### src/xbc_pkg.sv
// package of command codes, field positions and reset values for the crosspoint command decoder
package xbc_pkg;
  localparam int WORD_W = 16;
  localparam int CMD_HI = 15;
  localparam int CMD_LO = 13;
  localparam logic [2:0] CMD_MAP = 3'h0;
  localparam logic [2:0] CMD_BCAST = 3'h3;
  localparam logic [2:0] CMD_CTRL = 3'h7;
  localparam int SEL_HI = 12;
  localparam int SEL_LO = 9;
  localparam int BCAST_EN_BIT = 0;
  localparam int CLAMP_BIT = 9;
  localparam int STANDBY_BIT = 8;
  localparam int GOE_BIT = 0;
  localparam logic RST_CLAMP = 1'h0;
  localparam logic RST_OPER = 1'h0;
  localparam logic RST_GOE = 1'h0;
  localparam logic RST_BCAST = 1'h0;
  localparam logic [3:0] RST_SEL = 4'h0;
endpackage
### src/xbc_decode.sv
// serial command decoder for the broadcast and global control words
`timescale 1ns/1ps
module xbc_decode #(
  parameter int N_CH = 16
) (
  input wire logic clk_sys_i,
  input wire logic nrst_i,
  input wire logic shift_clk_i,
  input wire logic serial_word_in_i,
  input wire logic word_commit_strobe_i,
  input wire logic [N_CH-1:0] chan_enable_i,
  input wire logic [N_CH*4-1:0] map_sel_i,
  output logic [N_CH*4-1:0] route_sel_o,
  output logic [N_CH-1:0] out_drive_o,
  output logic clamp_en_o,
  output logic operational_o,
  output logic global_oe_o,
  output logic bcast_active_o,
  output logic [3:0] broadcast_input_index_o
);
  logic [2:0] sclk_sync_r;
  logic [2:0] sdi_sync_r;
  logic [2:0] latch_sync_r;
  logic [xbc_pkg::WORD_W-1:0] shift_r;
  logic [2:0] cmd;
  logic sclk_rise;
  logic latch_rise;

  // two-flop synchronisers; the third stage serves edge detection and gives the data bit that is shifted in
  // the shift clock and strobe are pins from the host's domain, so a bit
  // is taken about three system clocks after its shift clock rise
  always_ff @(posedge clk_sys_i or negedge nrst_i) begin
    if (!nrst_i) begin
      sclk_sync_r <= 3'h0;
      sdi_sync_r <= 3'h0;
      latch_sync_r <= 3'h0;
    end else begin
      sclk_sync_r <= {sclk_sync_r[1:0], shift_clk_i};
      sdi_sync_r <= {sdi_sync_r[1:0], serial_word_in_i};
      latch_sync_r <= {latch_sync_r[1:0], word_commit_strobe_i};
    end
  end

  // edges seen on synchronised copies only
  assign sclk_rise = sclk_sync_r[1] & ~sclk_sync_r[2];
  assign latch_rise = latch_sync_r[1] & ~latch_sync_r[2];
  assign cmd = shift_r[xbc_pkg::CMD_HI:xbc_pkg::CMD_LO];

  // shift in lsb first; the last bit shifted lands in the msb
  always_ff @(posedge clk_sys_i or negedge nrst_i) begin
    if (!nrst_i) begin
      shift_r <= 16'h0000;
    end else if (sclk_rise) begin
      shift_r <= {sdi_sync_r[2], shift_r[xbc_pkg::WORD_W-1:1]};
    end
  end

  // broadcast state, kept apart from the per-output mapping
  always_ff @(posedge clk_sys_i or negedge nrst_i) begin
    if (!nrst_i) begin
      bcast_active_o <= xbc_pkg::RST_BCAST;
      broadcast_input_index_o <= xbc_pkg::RST_SEL;
    end else if (latch_rise && cmd == xbc_pkg::CMD_BCAST) begin
      bcast_active_o <= shift_r[xbc_pkg::BCAST_EN_BIT];
      broadcast_input_index_o <= shift_r[xbc_pkg::SEL_HI:xbc_pkg::SEL_LO];
    end
  end

  // global control word
  // standby bit sits at B8, 1 meaning operational; clamp at B9, enable at B0
  always_ff @(posedge clk_sys_i or negedge nrst_i) begin
    if (!nrst_i) begin
      clamp_en_o <= xbc_pkg::RST_CLAMP;
      operational_o <= xbc_pkg::RST_OPER;
      global_oe_o <= xbc_pkg::RST_GOE;
    end else if (latch_rise && cmd == xbc_pkg::CMD_CTRL) begin
      clamp_en_o <= shift_r[xbc_pkg::CLAMP_BIT];
      operational_o <= shift_r[xbc_pkg::STANDBY_BIT];
      global_oe_o <= shift_r[xbc_pkg::GOE_BIT];
    end
  end

  // per-output route and drive; mapping input is never overwritten
  // so the current map_sel_i routing comes back one cycle after broadcast ends
  genvar g;
  generate
    for (g = 0; g < N_CH; g++) begin : g_out
      always_ff @(posedge clk_sys_i or negedge nrst_i) begin
        if (!nrst_i) begin
          route_sel_o[g*4 +: 4] <= xbc_pkg::RST_SEL;
          out_drive_o[g] <= 1'h0;
        end else begin
          route_sel_o[g*4 +: 4] <= bcast_active_o ? broadcast_input_index_o
                                                  : map_sel_i[g*4 +: 4];
          out_drive_o[g] <= chan_enable_i[g] & global_oe_o & operational_o;
        end
      end
    end
  endgenerate

  // checks on the decoded state; all but the reset check are off in reset
  // broadcast enable follows bit 0 of a committed broadcast word
  property p_bcast_commit;
    @(posedge clk_sys_i) disable iff (!nrst_i)
      latch_rise && cmd == xbc_pkg::CMD_BCAST |=> bcast_active_o == $past(shift_r[0]);
  endproperty
  a_bcast_commit: assert property (p_bcast_commit) else $error("broadcast enable not taken");
  // broadcast index follows the 4-bit field of a committed broadcast word
  property p_bcast_sel;
    @(posedge clk_sys_i) disable iff (!nrst_i)
      latch_rise && cmd == xbc_pkg::CMD_BCAST |=> broadcast_input_index_o == $past(shift_r[12:9]);
  endproperty
  a_bcast_sel: assert property (p_bcast_sel) else $error("broadcast index wrong");
  // every output carries the broadcast input one cycle after broadcast is on
  property p_route_bcast;
    @(posedge clk_sys_i) disable iff (!nrst_i)
      bcast_active_o |=> route_sel_o == {N_CH{$past(broadcast_input_index_o)}};
  endproperty
  a_route_bcast: assert property (p_route_bcast) else $error("broadcast route wrong");
  // with broadcast off the kept per-output mapping comes back
  property p_route_restore;
    @(posedge clk_sys_i) disable iff (!nrst_i)
      !bcast_active_o |=> route_sel_o == $past(map_sel_i);
  endproperty
  a_route_restore: assert property (p_route_restore) else $error("mapping not restored");
  // control word fields land in clamp, mode and global enable
  property p_ctrl_commit;
    @(posedge clk_sys_i) disable iff (!nrst_i)
      latch_rise && cmd == xbc_pkg::CMD_CTRL |=>
        {clamp_en_o, operational_o, global_oe_o} == $past({shift_r[9], shift_r[8], shift_r[0]});
  endproperty
  a_ctrl_commit: assert property (p_ctrl_commit) else $error("control word not taken");
  // codes other than broadcast and control leave clamp, mode, global enable and broadcast enable alone
  property p_unknown;
    @(posedge clk_sys_i) disable iff (!nrst_i)
      latch_rise && cmd != xbc_pkg::CMD_CTRL && cmd != xbc_pkg::CMD_BCAST |=>
        $stable({clamp_en_o, operational_o, global_oe_o, bcast_active_o});
  endproperty
  a_unknown: assert property (p_unknown) else $error("unknown command changed state");
  // global enable low for two cycles keeps every output off
  property p_goe_off;
    @(posedge clk_sys_i) disable iff (!nrst_i)
      !global_oe_o ##1 !global_oe_o |-> out_drive_o == '0;
  endproperty
  a_goe_off: assert property (p_goe_off) else $error("output driven without global enable");
  // each output enable is its own enable ANDed with the global ones
  property p_and;
    @(posedge clk_sys_i) disable iff (!nrst_i)
      1 |=> out_drive_o == ($past(chan_enable_i) & {N_CH{$past(global_oe_o & operational_o)}});
  endproperty
  a_and: assert property (p_and) else $error("output enable not gated");
  // newest serial bit lands in the msb
  property p_shift;
    @(posedge clk_sys_i) disable iff (!nrst_i)
      sclk_rise |=> shift_r[15] == $past(sdi_sync_r[2]);
  endproperty
  a_shift: assert property (p_shift) else $error("shift bit lost");
  // reset alone gives standby with every output off
  property p_reset_off;
    @(posedge clk_sys_i)
      !nrst_i |-> out_drive_o == '0 && !operational_o && !global_oe_o && !clamp_en_o
        && !bcast_active_o;
  endproperty
  a_reset_off: assert property (p_reset_off)
    else $error("reset did not give standby");
  // decoded state changes only at a commit strobe edge
  property p_state_hold;
    @(posedge clk_sys_i) disable iff (!nrst_i)
      !latch_rise |=> $stable({bcast_active_o, broadcast_input_index_o, clamp_en_o,
        operational_o, global_oe_o});
  endproperty
  a_state_hold: assert property (p_state_hold)
    else $error("state changed without strobe");
  // the shift register moves only on a shift clock edge
  property p_shift_hold;
    @(posedge clk_sys_i) disable iff (!nrst_i)
      !sclk_rise |=> $stable(shift_r);
  endproperty
  a_shift_hold: assert property (p_shift_hold)
    else $error("shift register moved without clock");
  // standby keeps every output off whatever the enables say
  property p_standby_off;
    @(posedge clk_sys_i) disable iff (!nrst_i)
      !operational_o ##1 !operational_o |-> out_drive_o == '0;
  endproperty
  a_standby_off: assert property (p_standby_off)
    else $error("output driven in standby");
  // a control word leaves the broadcast state alone
  property p_ctrl_keeps_bcast;
    @(posedge clk_sys_i) disable iff (!nrst_i)
      latch_rise && cmd == xbc_pkg::CMD_CTRL |=>
        $stable({bcast_active_o, broadcast_input_index_o});
  endproperty
  a_ctrl_keeps_bcast: assert property (p_ctrl_keeps_bcast)
    else $error("control word changed broadcast");
  // a broadcast word leaves the control state alone
  property p_bcast_keeps_ctrl;
    @(posedge clk_sys_i) disable iff (!nrst_i)
      latch_rise && cmd == xbc_pkg::CMD_BCAST |=>
        $stable({clamp_en_o, operational_o, global_oe_o});
  endproperty
  a_bcast_keeps_ctrl: assert property (p_bcast_keeps_ctrl)
    else $error("broadcast word changed control");
  // main scenarios reached
  c_bcast_on: cover property (@(posedge clk_sys_i) $rose(bcast_active_o));
  c_bcast_off: cover property (@(posedge clk_sys_i) $fell(bcast_active_o));
  c_enable: cover property (@(posedge clk_sys_i) $rose(global_oe_o & operational_o));
  c_ignored: cover property (@(posedge clk_sys_i)
    latch_rise && cmd != xbc_pkg::CMD_CTRL && cmd != xbc_pkg::CMD_BCAST);
  c_bcast_move: cover property (@(posedge clk_sys_i)
    bcast_active_o && $changed(broadcast_input_index_o));
endmodule

### config.mk
export PLATFORM = sky130hd
export DESIGN_NAME = xbc_decode
export DESIGN_NICKNAME = d
export VERILOG_FILES = /design/src/xbc_pkg.sv /design/src/xbc_decode.sv
export SDC_FILE = /design/constraint.sdc
export NUM_CORES = 1
export LEC_CHECK = 0
export BUFFER_PORTS_ARGS = -buffer_cell sky130_fd_sc_hd__buf_2
export CORE_MARGIN = 5
export CORE_UTILIZATION = 46
export CTS_CLUSTER_DIAMETER = 100
export DETAILED_ROUTE_END_ITERATION = 7
export PLACE_DENSITY = 0.83
export SYNTH_ARGS = -nofsm -noshare
export SYNTH_HDL_FRONTEND = slang
export SYNTH_SLANG_ARGS = --single-unit
### constraint.sdc
create_clock -name clk_sys_i -period 1.35 [get_ports clk_sys_i]
set_input_delay 0.27 -clock clk_sys_i [delete_from_list [all_inputs] [get_ports clk_sys_i]]
set_output_delay 0.27 -clock clk_sys_i [all_outputs]
set_load 0.005 [all_outputs]
# Word level (Yosys, flattened, before mapping)
# Index checks and enable logic that the tools add are counted.
# classes
muxes,16
eq_ne,2
bitwise,36
reduce_logical,2
# op_table
operator,n
4-bit 2-to-1 mux,16
1-bit bitwise AND,34
3-bit by 2-bit == test with 1-bit output (second input constant),1
3-bit == test (second input constant),1
1-bit logical AND,2
1-bit inverter,2
# totals
register_bits,113
output_inout_bits,88
inputBits,85
elab_cells,97

# Logic depth before layout (Yosys ltp)
# Gate-level depths: netlist (run 1).
# logic_depth
depth_word,3
mapped_depth,5
depth_no_buf,3

# Worst setup path before layout (run 1)
# Ideal clock, no wire load.
# synth_path
kind,reg2reg
startpoint,register latch_sync_r[2]
endpoint,register bcast_active_o
period_less_slack_ps,1247
arrival_time_ps,1123
n_path_buf,0
t_required_ps,1225
setup_time_ps,125
path_stages_with_launch,4
path_slack_ps,103
cell_sequence,dfrtp_1 nand4b_1 nor2_1 mux2_2
# synth_via
elab_chain_len,3
# synth_lines
element,line,rtl
start: declaration,xbc_decode.sv:23,logic [2:0] latch_sync_r;
start signal: assignment,xbc_decode.sv:40,"latch_sync_r <= {latch_sync_r[1:0], word_commit_strobe_i};"
1-bit inverter,xbc_decode.sv:46,assign latch_rise = latch_sync_r[1] & ~latch_sync_r[2];
1-bit bitwise AND,xbc_decode.sv:46,
1-bit logical AND,xbc_decode.sv:63,end else if (latch_rise && cmd == xbc_pkg::CMD_BCAST) begin
end signal: assignment,xbc_decode.sv:61,bcast_active_o <= xbc_pkg::RST_BCAST;
end signal: assignment,xbc_decode.sv:64,bcast_active_o <= shift_r[xbc_pkg::BCAST_EN_BIT];
end: declaration,xbc_decode.sv:18,"output logic bcast_active_o,"
# No other way between the ends.
# A chain may end at the register's enable or synchronous reset.

# Worst setup path in the final report (run 1)
# layout_path
startpoint,register bcast_active_o
endpoint,output port bcast_active_o
# No word-level cell between the ends.

==> results of run 1 <==
-- per-stage QoR --
step           hold WS [ns]  util (%)
5_1_grt            0.003026     71.51
4_1_cts           0.0004187     71.42
3_3_place_gp         0.1905     59.95
6_report            0.01412     71.51
2_1_floorplan      -0.02559         -
3_5_place_dp         0.1981     59.95
-- timing repair --
action	CTS	global route
setup buffers	6	1
pin swaps	0	0
cloned	1	0
gates resized for setup	5	1
endpoints found under the hold margin	103	0
setup endpoints to repair	3	3
hold buffers	29	0
-- kinds of logic (layout without fill, tap and decap cells) --
kind of cell / count (synthesis) / after routing / synth area share (%)
AO/OA/AOI/OAI: 65 / 65 / 8.414
buffers and inverters: 80 / 314 / 8.026
AND/OR/NAND/NOR: 25 / 25 / 3.722
multiplexers: 23 / 23 / 6.699
flip-flops: 113 / 113 / 73.14
-- power groups by stage --
stage | Clock (mW) | Sequential [mW] | Combinational (mW)
3_5_place_dp | 0 | 4.03 | 0.809
5_1_grt | 4.35 | 4.00 | 1.05
4_1_cts | 4.20 | 3.96 | 0.934
6_report | 4.11 | 3.95 | 0.943
2_1_floorplan | 0 | 3.98 | 0.329
3_3_place_gp | 0 | 4.01 | 0.775
-- worst max path at each step --
stage	startpoint	end	cells after the start
after floorplan	latch_sync_r[2]	bcast_active_o	3
after global placement	latch_sync_r[2]	broadcast_input_index_o[0]	4
after detailed placement	bcast_active_o	route_sel_o[20]	2
after CTS	bcast_active_o	bcast_active_o	2
after global routing	bcast_active_o	bcast_active_o	2
final	bcast_active_o	bcast_active_o	2
-- metal layers --
layer  wire (um)  track usage [%]
met4         207            7.771
met3         835            5.992
met1        3644            22.56
met2        5302            35.56
met5           0                0
-- critical path: stages, from the launching register on --
cell and delay [ns]:
dfrtp_2 0.42, buf_12 0.13, buf_6 0.10
-- cell usage after synthesis --
master    instances
dfrtp_1         113
inv_1            65
o21ai_0          65
mux2_2           23
and3_1           16
clkbuf_1         12
nand2_1           5
buf_2             2
buf_6             1
nand2b_1          1
nand4b_1          1
nor2_1            1
or2_1             1
-- sequential cells by signal (all words and copies together) (netlist names), 3 cells and up --
signal and flops:
shift_r 16, sdi_sync_r 3, latch_sync_r 3, route_sel_o 64, broadcast_input_index_o 4, sclk_sync_r 3, out_drive_o 16
-- area by class of cell --
class | instances | area [sq um]
flip-flops and latches | 113 | 2830
fillers | 597 | 2341
repair buffers | 218 | 1375
multi-input cells | 113 | 735.7
clock buffers | 20 | 445.4
inverters | 65 | 244.0
well taps | 105 | 131.4
clock inverters | 11 | 113.9
==> results.cfg, run 1 <==
[yosys]
ys_types = 13
synth_top_area_share_pct = 73.14
synthesis.area_sq_um = 3866
synth_seq_cells = 113
yosys_warnings = 0
synth_area_leader_cell = dfrtp_1
syn_nets = 391
syn_area_per_cell_sq_um = 12.63
synthCells = 306
synth_top_cells_by_area = dfrtp_1 (73%), o21ai_0 (8.4%), mux2_2 (6.7%)
ys_seq_area_share_pct = 73.14

[clocking]
cts_tree = yes
cts_sinks = 113
numCtsBuffers = 17
clk_latency_ns = 0.49
cts_root_buf = clkbuf_8
cts_max_level = 4
clock_path_buffers = 2
path_clk_slew_ns = 0.05

[power_and_ir_drop]
seqPwrFrac_pct = 43.9
power_frac_comb_pct = 10.5
power.density_nw_per_um2 = 1533
peakVddDrop_v = 0.001325
power_mw = 9.005
pwr-share-clk_pct = 45.6
switching_share_pct = 22.52
p_leak_nw = 3.287
power.switching_mw = 2.028
internal-power_mw = 6.977

[timing]
rsz0062_at_grt = yes
slew_viol_final = 0
finalSetupViolations = 1
tightest_slew_ns = 0.3318
tns_ns = -0.05443
layout_min_cycle_time_ns = 1.404
min_period_over_period_pct = 104.0
fin_ws_ns = -0.05443
slew_headroom_pct = 77.88
finClkSkew_ns = 0.008642
max_freq_mhz = 712.0
hold_violations = 0

[worst_setup_path]
worstReg2RegEnd = route_sel_o[18]
worstSetupPathType = flip-flop to primary output
critPathArrivalTime_ns = 1.13
r2r_cells = 5
regToRegSetupSlack_ns = 0.06
crit_path_end_kind = primary output
critPathMaxFanout = 2
worstSetupStartpointType = flip-flop
rr_startpoint = bcast_active_o
crit_required_ns = 1.08

[floorplanning]
fp.dieW_um = 101.7
die_h_um = 101.7
io_pins = 173
rows = 33
initial_core_util_pct = 47.05
die-area_sq_um = 10340
core-area_sq_um = 8217

[global_routing]
antenna_found_initial = 0
grt_max_degree = 39
grt_pass1_vias = 3247
grt_overflow = 0
grt_first_pass_wirelength_mm = 15.67
grtUsageTotal_pct = 20.01

[routing]
routedWlPerCell_um = 15.49
route.detailed.drc = 0
vias = 2999
drt_iter0_markers = 94
firstDrtPassIters = 4
drtAntennaViolNets = 0
vias_per_cell = 4.650
wl_mm = 9.990

[worst_hold_path]
hold_depth = 3
whs_endpoint = route_sel_o[26]
min_path_type = primary input to flip-flop
hold_start = map_sel_i[26]

[placement]
gp_congestion = 0.8398
placed_cell_area_sq_um = 4926
io_buffer_count = 172
place_inst = 577
place_ws_ns = 0.1035
dp_hpwl_mm = 6.656

[finish]
synthToLayoutAreaGrowth_pct = 51.97
layout_common_cells = buf_2 (170), dfrtp_1 (111), inv_1 (65)
stdcell_count = 645
final_common_cell = buf_2
nets = 613
final_area_sq_um = 5876
diodes = 0
drive_above_1_share_pct = 45.74

[run]
cap_violations = 0

[run_status]
status = finished, violations left
violations = setup timing
(Power assumes the default switching activity.)
==> run 2, diff against run 1 <==
CORE_UTILIZATION = 48   (was 46)
CTS_BUF_LIST = sky130_fd_sc_hd__clkbuf_8   (was not set)
PLACE_DENSITY = 0.91   (was 0.83)
==> run 2 against run 1 <==
  * The run now ends clean
  * Via count is 4.8% lower
  * Combinational power decreased by 8.7%
  * Maximum frequency grew 5.5%
  * Sequential power about the same
  * Critical endpoint is now broadcast_input_index_o[1]
  * Highest routed layer unchanged
  * Total power shrank 4.9%
==> results.cfg, run 2 (synthesized netlist as in run 1, its figures left out) <==
[run_status]
status = completed

[placement]
place_inst = 574
dp_hpwl_mm = 6.543
io_buffer_count = 172
placed_cell_area_sq_um = 4897
gp_congestion = 0.8270
place_ws_ns = 0.09934

[routing]
route.detailed.drc = 0
drt_iter0_markers = 94
firstDrtPassIters = 4
met2_length_mm = 4.686
wl_met3_um = 868
top_layer = met4
wl_met1_mm = 3.510
vias_per_cell = 4.636
vias = 2856
wl_mm = 9.162
drtAntennaViolNets = 0
routedWlPerCell_um = 14.87

[worst_setup_path]
crit_path_end_kind = flip-flop
critPathMaxFanout = 5
worstReg2RegEnd = broadcast_input_index_o[1]
crit_start = latch_sync_r[2]
crit_required_ns = 1.63
worstSetupPathType = flip-flop to flip-flop
rr_startpoint = latch_sync_r[2]
endpoint = broadcast_input_index_o[1]
critPathArrivalTime_ns = 1.61
regToRegSetupSlack_ns = 0.02
r2r_cells = 4
worstSetupStartpointType = flip-flop

[floorplanning]
fp.dieW_um = 99.75
die-area_sq_um = 9949
rows = 32
io_pins = 173
initial_core_util_pct = 49.77
core-area_sq_um = 7767
die_h_um = 99.75

[finish]
synthToLayoutAreaGrowth_pct = 42.14
final_common_cell = buf_2
regMostFlops = route_sel_o
diodes = 0
largest_reg_flops = 64
final_area_sq_um = 5495
final_util_pct = 70.75
nets = 586
layout_common_cells = buf_2 (172), dfrtp_1 (110), inv_1 (67)
nFillCells = 562
drive_above_1_share_pct = 47.67
reg_top3 = route_sel_o (64), out_drive_o (16), shift_r (16)
stdcell_count = 616

[timing]
rsz0062_at_grt = yes
min_period_over_period_pct = 98.58
tightest_slew_ns = 0.3171
slew_viol_final = 0
slew_headroom_pct = 78.86
finalSetupViolations = 0
finalHoldWorstSlack_ns = 0.09465
max_freq_mhz = 751.4
fin_ws_ns = 0.01915
layout_min_cycle_time_ns = 1.331
hold_violations = 0
finClkSkew_ns = 0.007499

[worst_hold_path]
min_path_type = primary input to flip-flop

[global_routing]
antenna_found_initial = 0
grt_max_degree = 62
grt_pass1_vias = 3014
grt_first_pass_wirelength_mm = 14.72
grt_overflow = 0
grtUsageTotal_pct = 19.02

[power_and_ir_drop]
power.density_nw_per_um2 = 1558
peakVddDrop_v = 0.0008789
p_leak_nw = 3.132

[clocking]
clock_path_buffers = 2
cts_sinks = 113
clk_latency_ns = 0.40
cts_tree = yes
numCtsBuffers = 17
path_clk_slew_ns = 0.07
cts_root_buf = clkbuf_8
cts_max_level = 4

[run]
cap_violations = 0
-- run 2: timing repair --
| action | CTS | global route |
|---|---|---|
| pin swaps | 1 | 1 |
| hold buffers | 4 | 0 |
| hold endpoints to repair | 116 | 0 |
| setup endpoints to repair | 5 | 20 |
| buffers inserted | 2 | 4 |
| gates resized for setup | 5 | 4 |
| cloned | 0 | 0 |
-- run 2: worst max-delay path: stages (launching register included) --
cell and delay [ns]:
dfrtp_1 0.37, nand4b_1 0.21, nor2_1 0.14, buf_4 0.18, mux2_4 0.31
-- run 2: layout make-up --
cell class,instances,area [sq um],area share (%)
Clock inverter,13,215.2,3.916
Sequential cell,113,2831,51.53
Clock buffer,19,261.5,4.759
Tap cell,102,127.6,2.322
Timing Repair Buffer,191,1064,19.35
Inverter,65,244.0,4.440
Multi-Input combinational cell,113,752.0,13.68
-- run 2: worst min-delay path by stage --
| stage | from | endpoint | slack (ns) | cells after the start |
|---|---|---|---|---|
| floorplan | nrst_i | bcast_active_o | -0.03 | 0 |
| global placement | nrst_i | sdi_sync_r[0] | 0.09 | 1 |
| detailed placement | nrst_i | sdi_sync_r[0] | 0.09 | 1 |
| CTS | map_sel_i[40] | route_sel_o[40] | 0.07 | 3 |
| global route | map_sel_i[18] | route_sel_o[18] | 0.06 | 3 |
| finish | map_sel_i[24] | route_sel_o[24] | 0.09 | 3 |
-- run 2: report_power, final --
group	switching, mW	internal (mW)
clock network	1.26	2.46
registers	0.226	3.75
logic	0.366	0.495
-- run 2: routing by layer --
metal  track usage [%]  vias up
met5                 0        -
met1             23.45     1378
met3             7.784       11
li1                  -     1352
met2             30.94      115
met4             5.462        0
-- run 2: stage by stage --
| step | total power [mW] | TNS [ns] |
|---|---|---|
| finish | 8.560 | 0 |
| detailed placement | 4.833 | 0 |
| global route | 8.937 | -0.07062 |
| global placement | 4.766 | 0 |
| floorplan | 4.307 | 0 |
| CTS | 8.615 | -0.08171 |
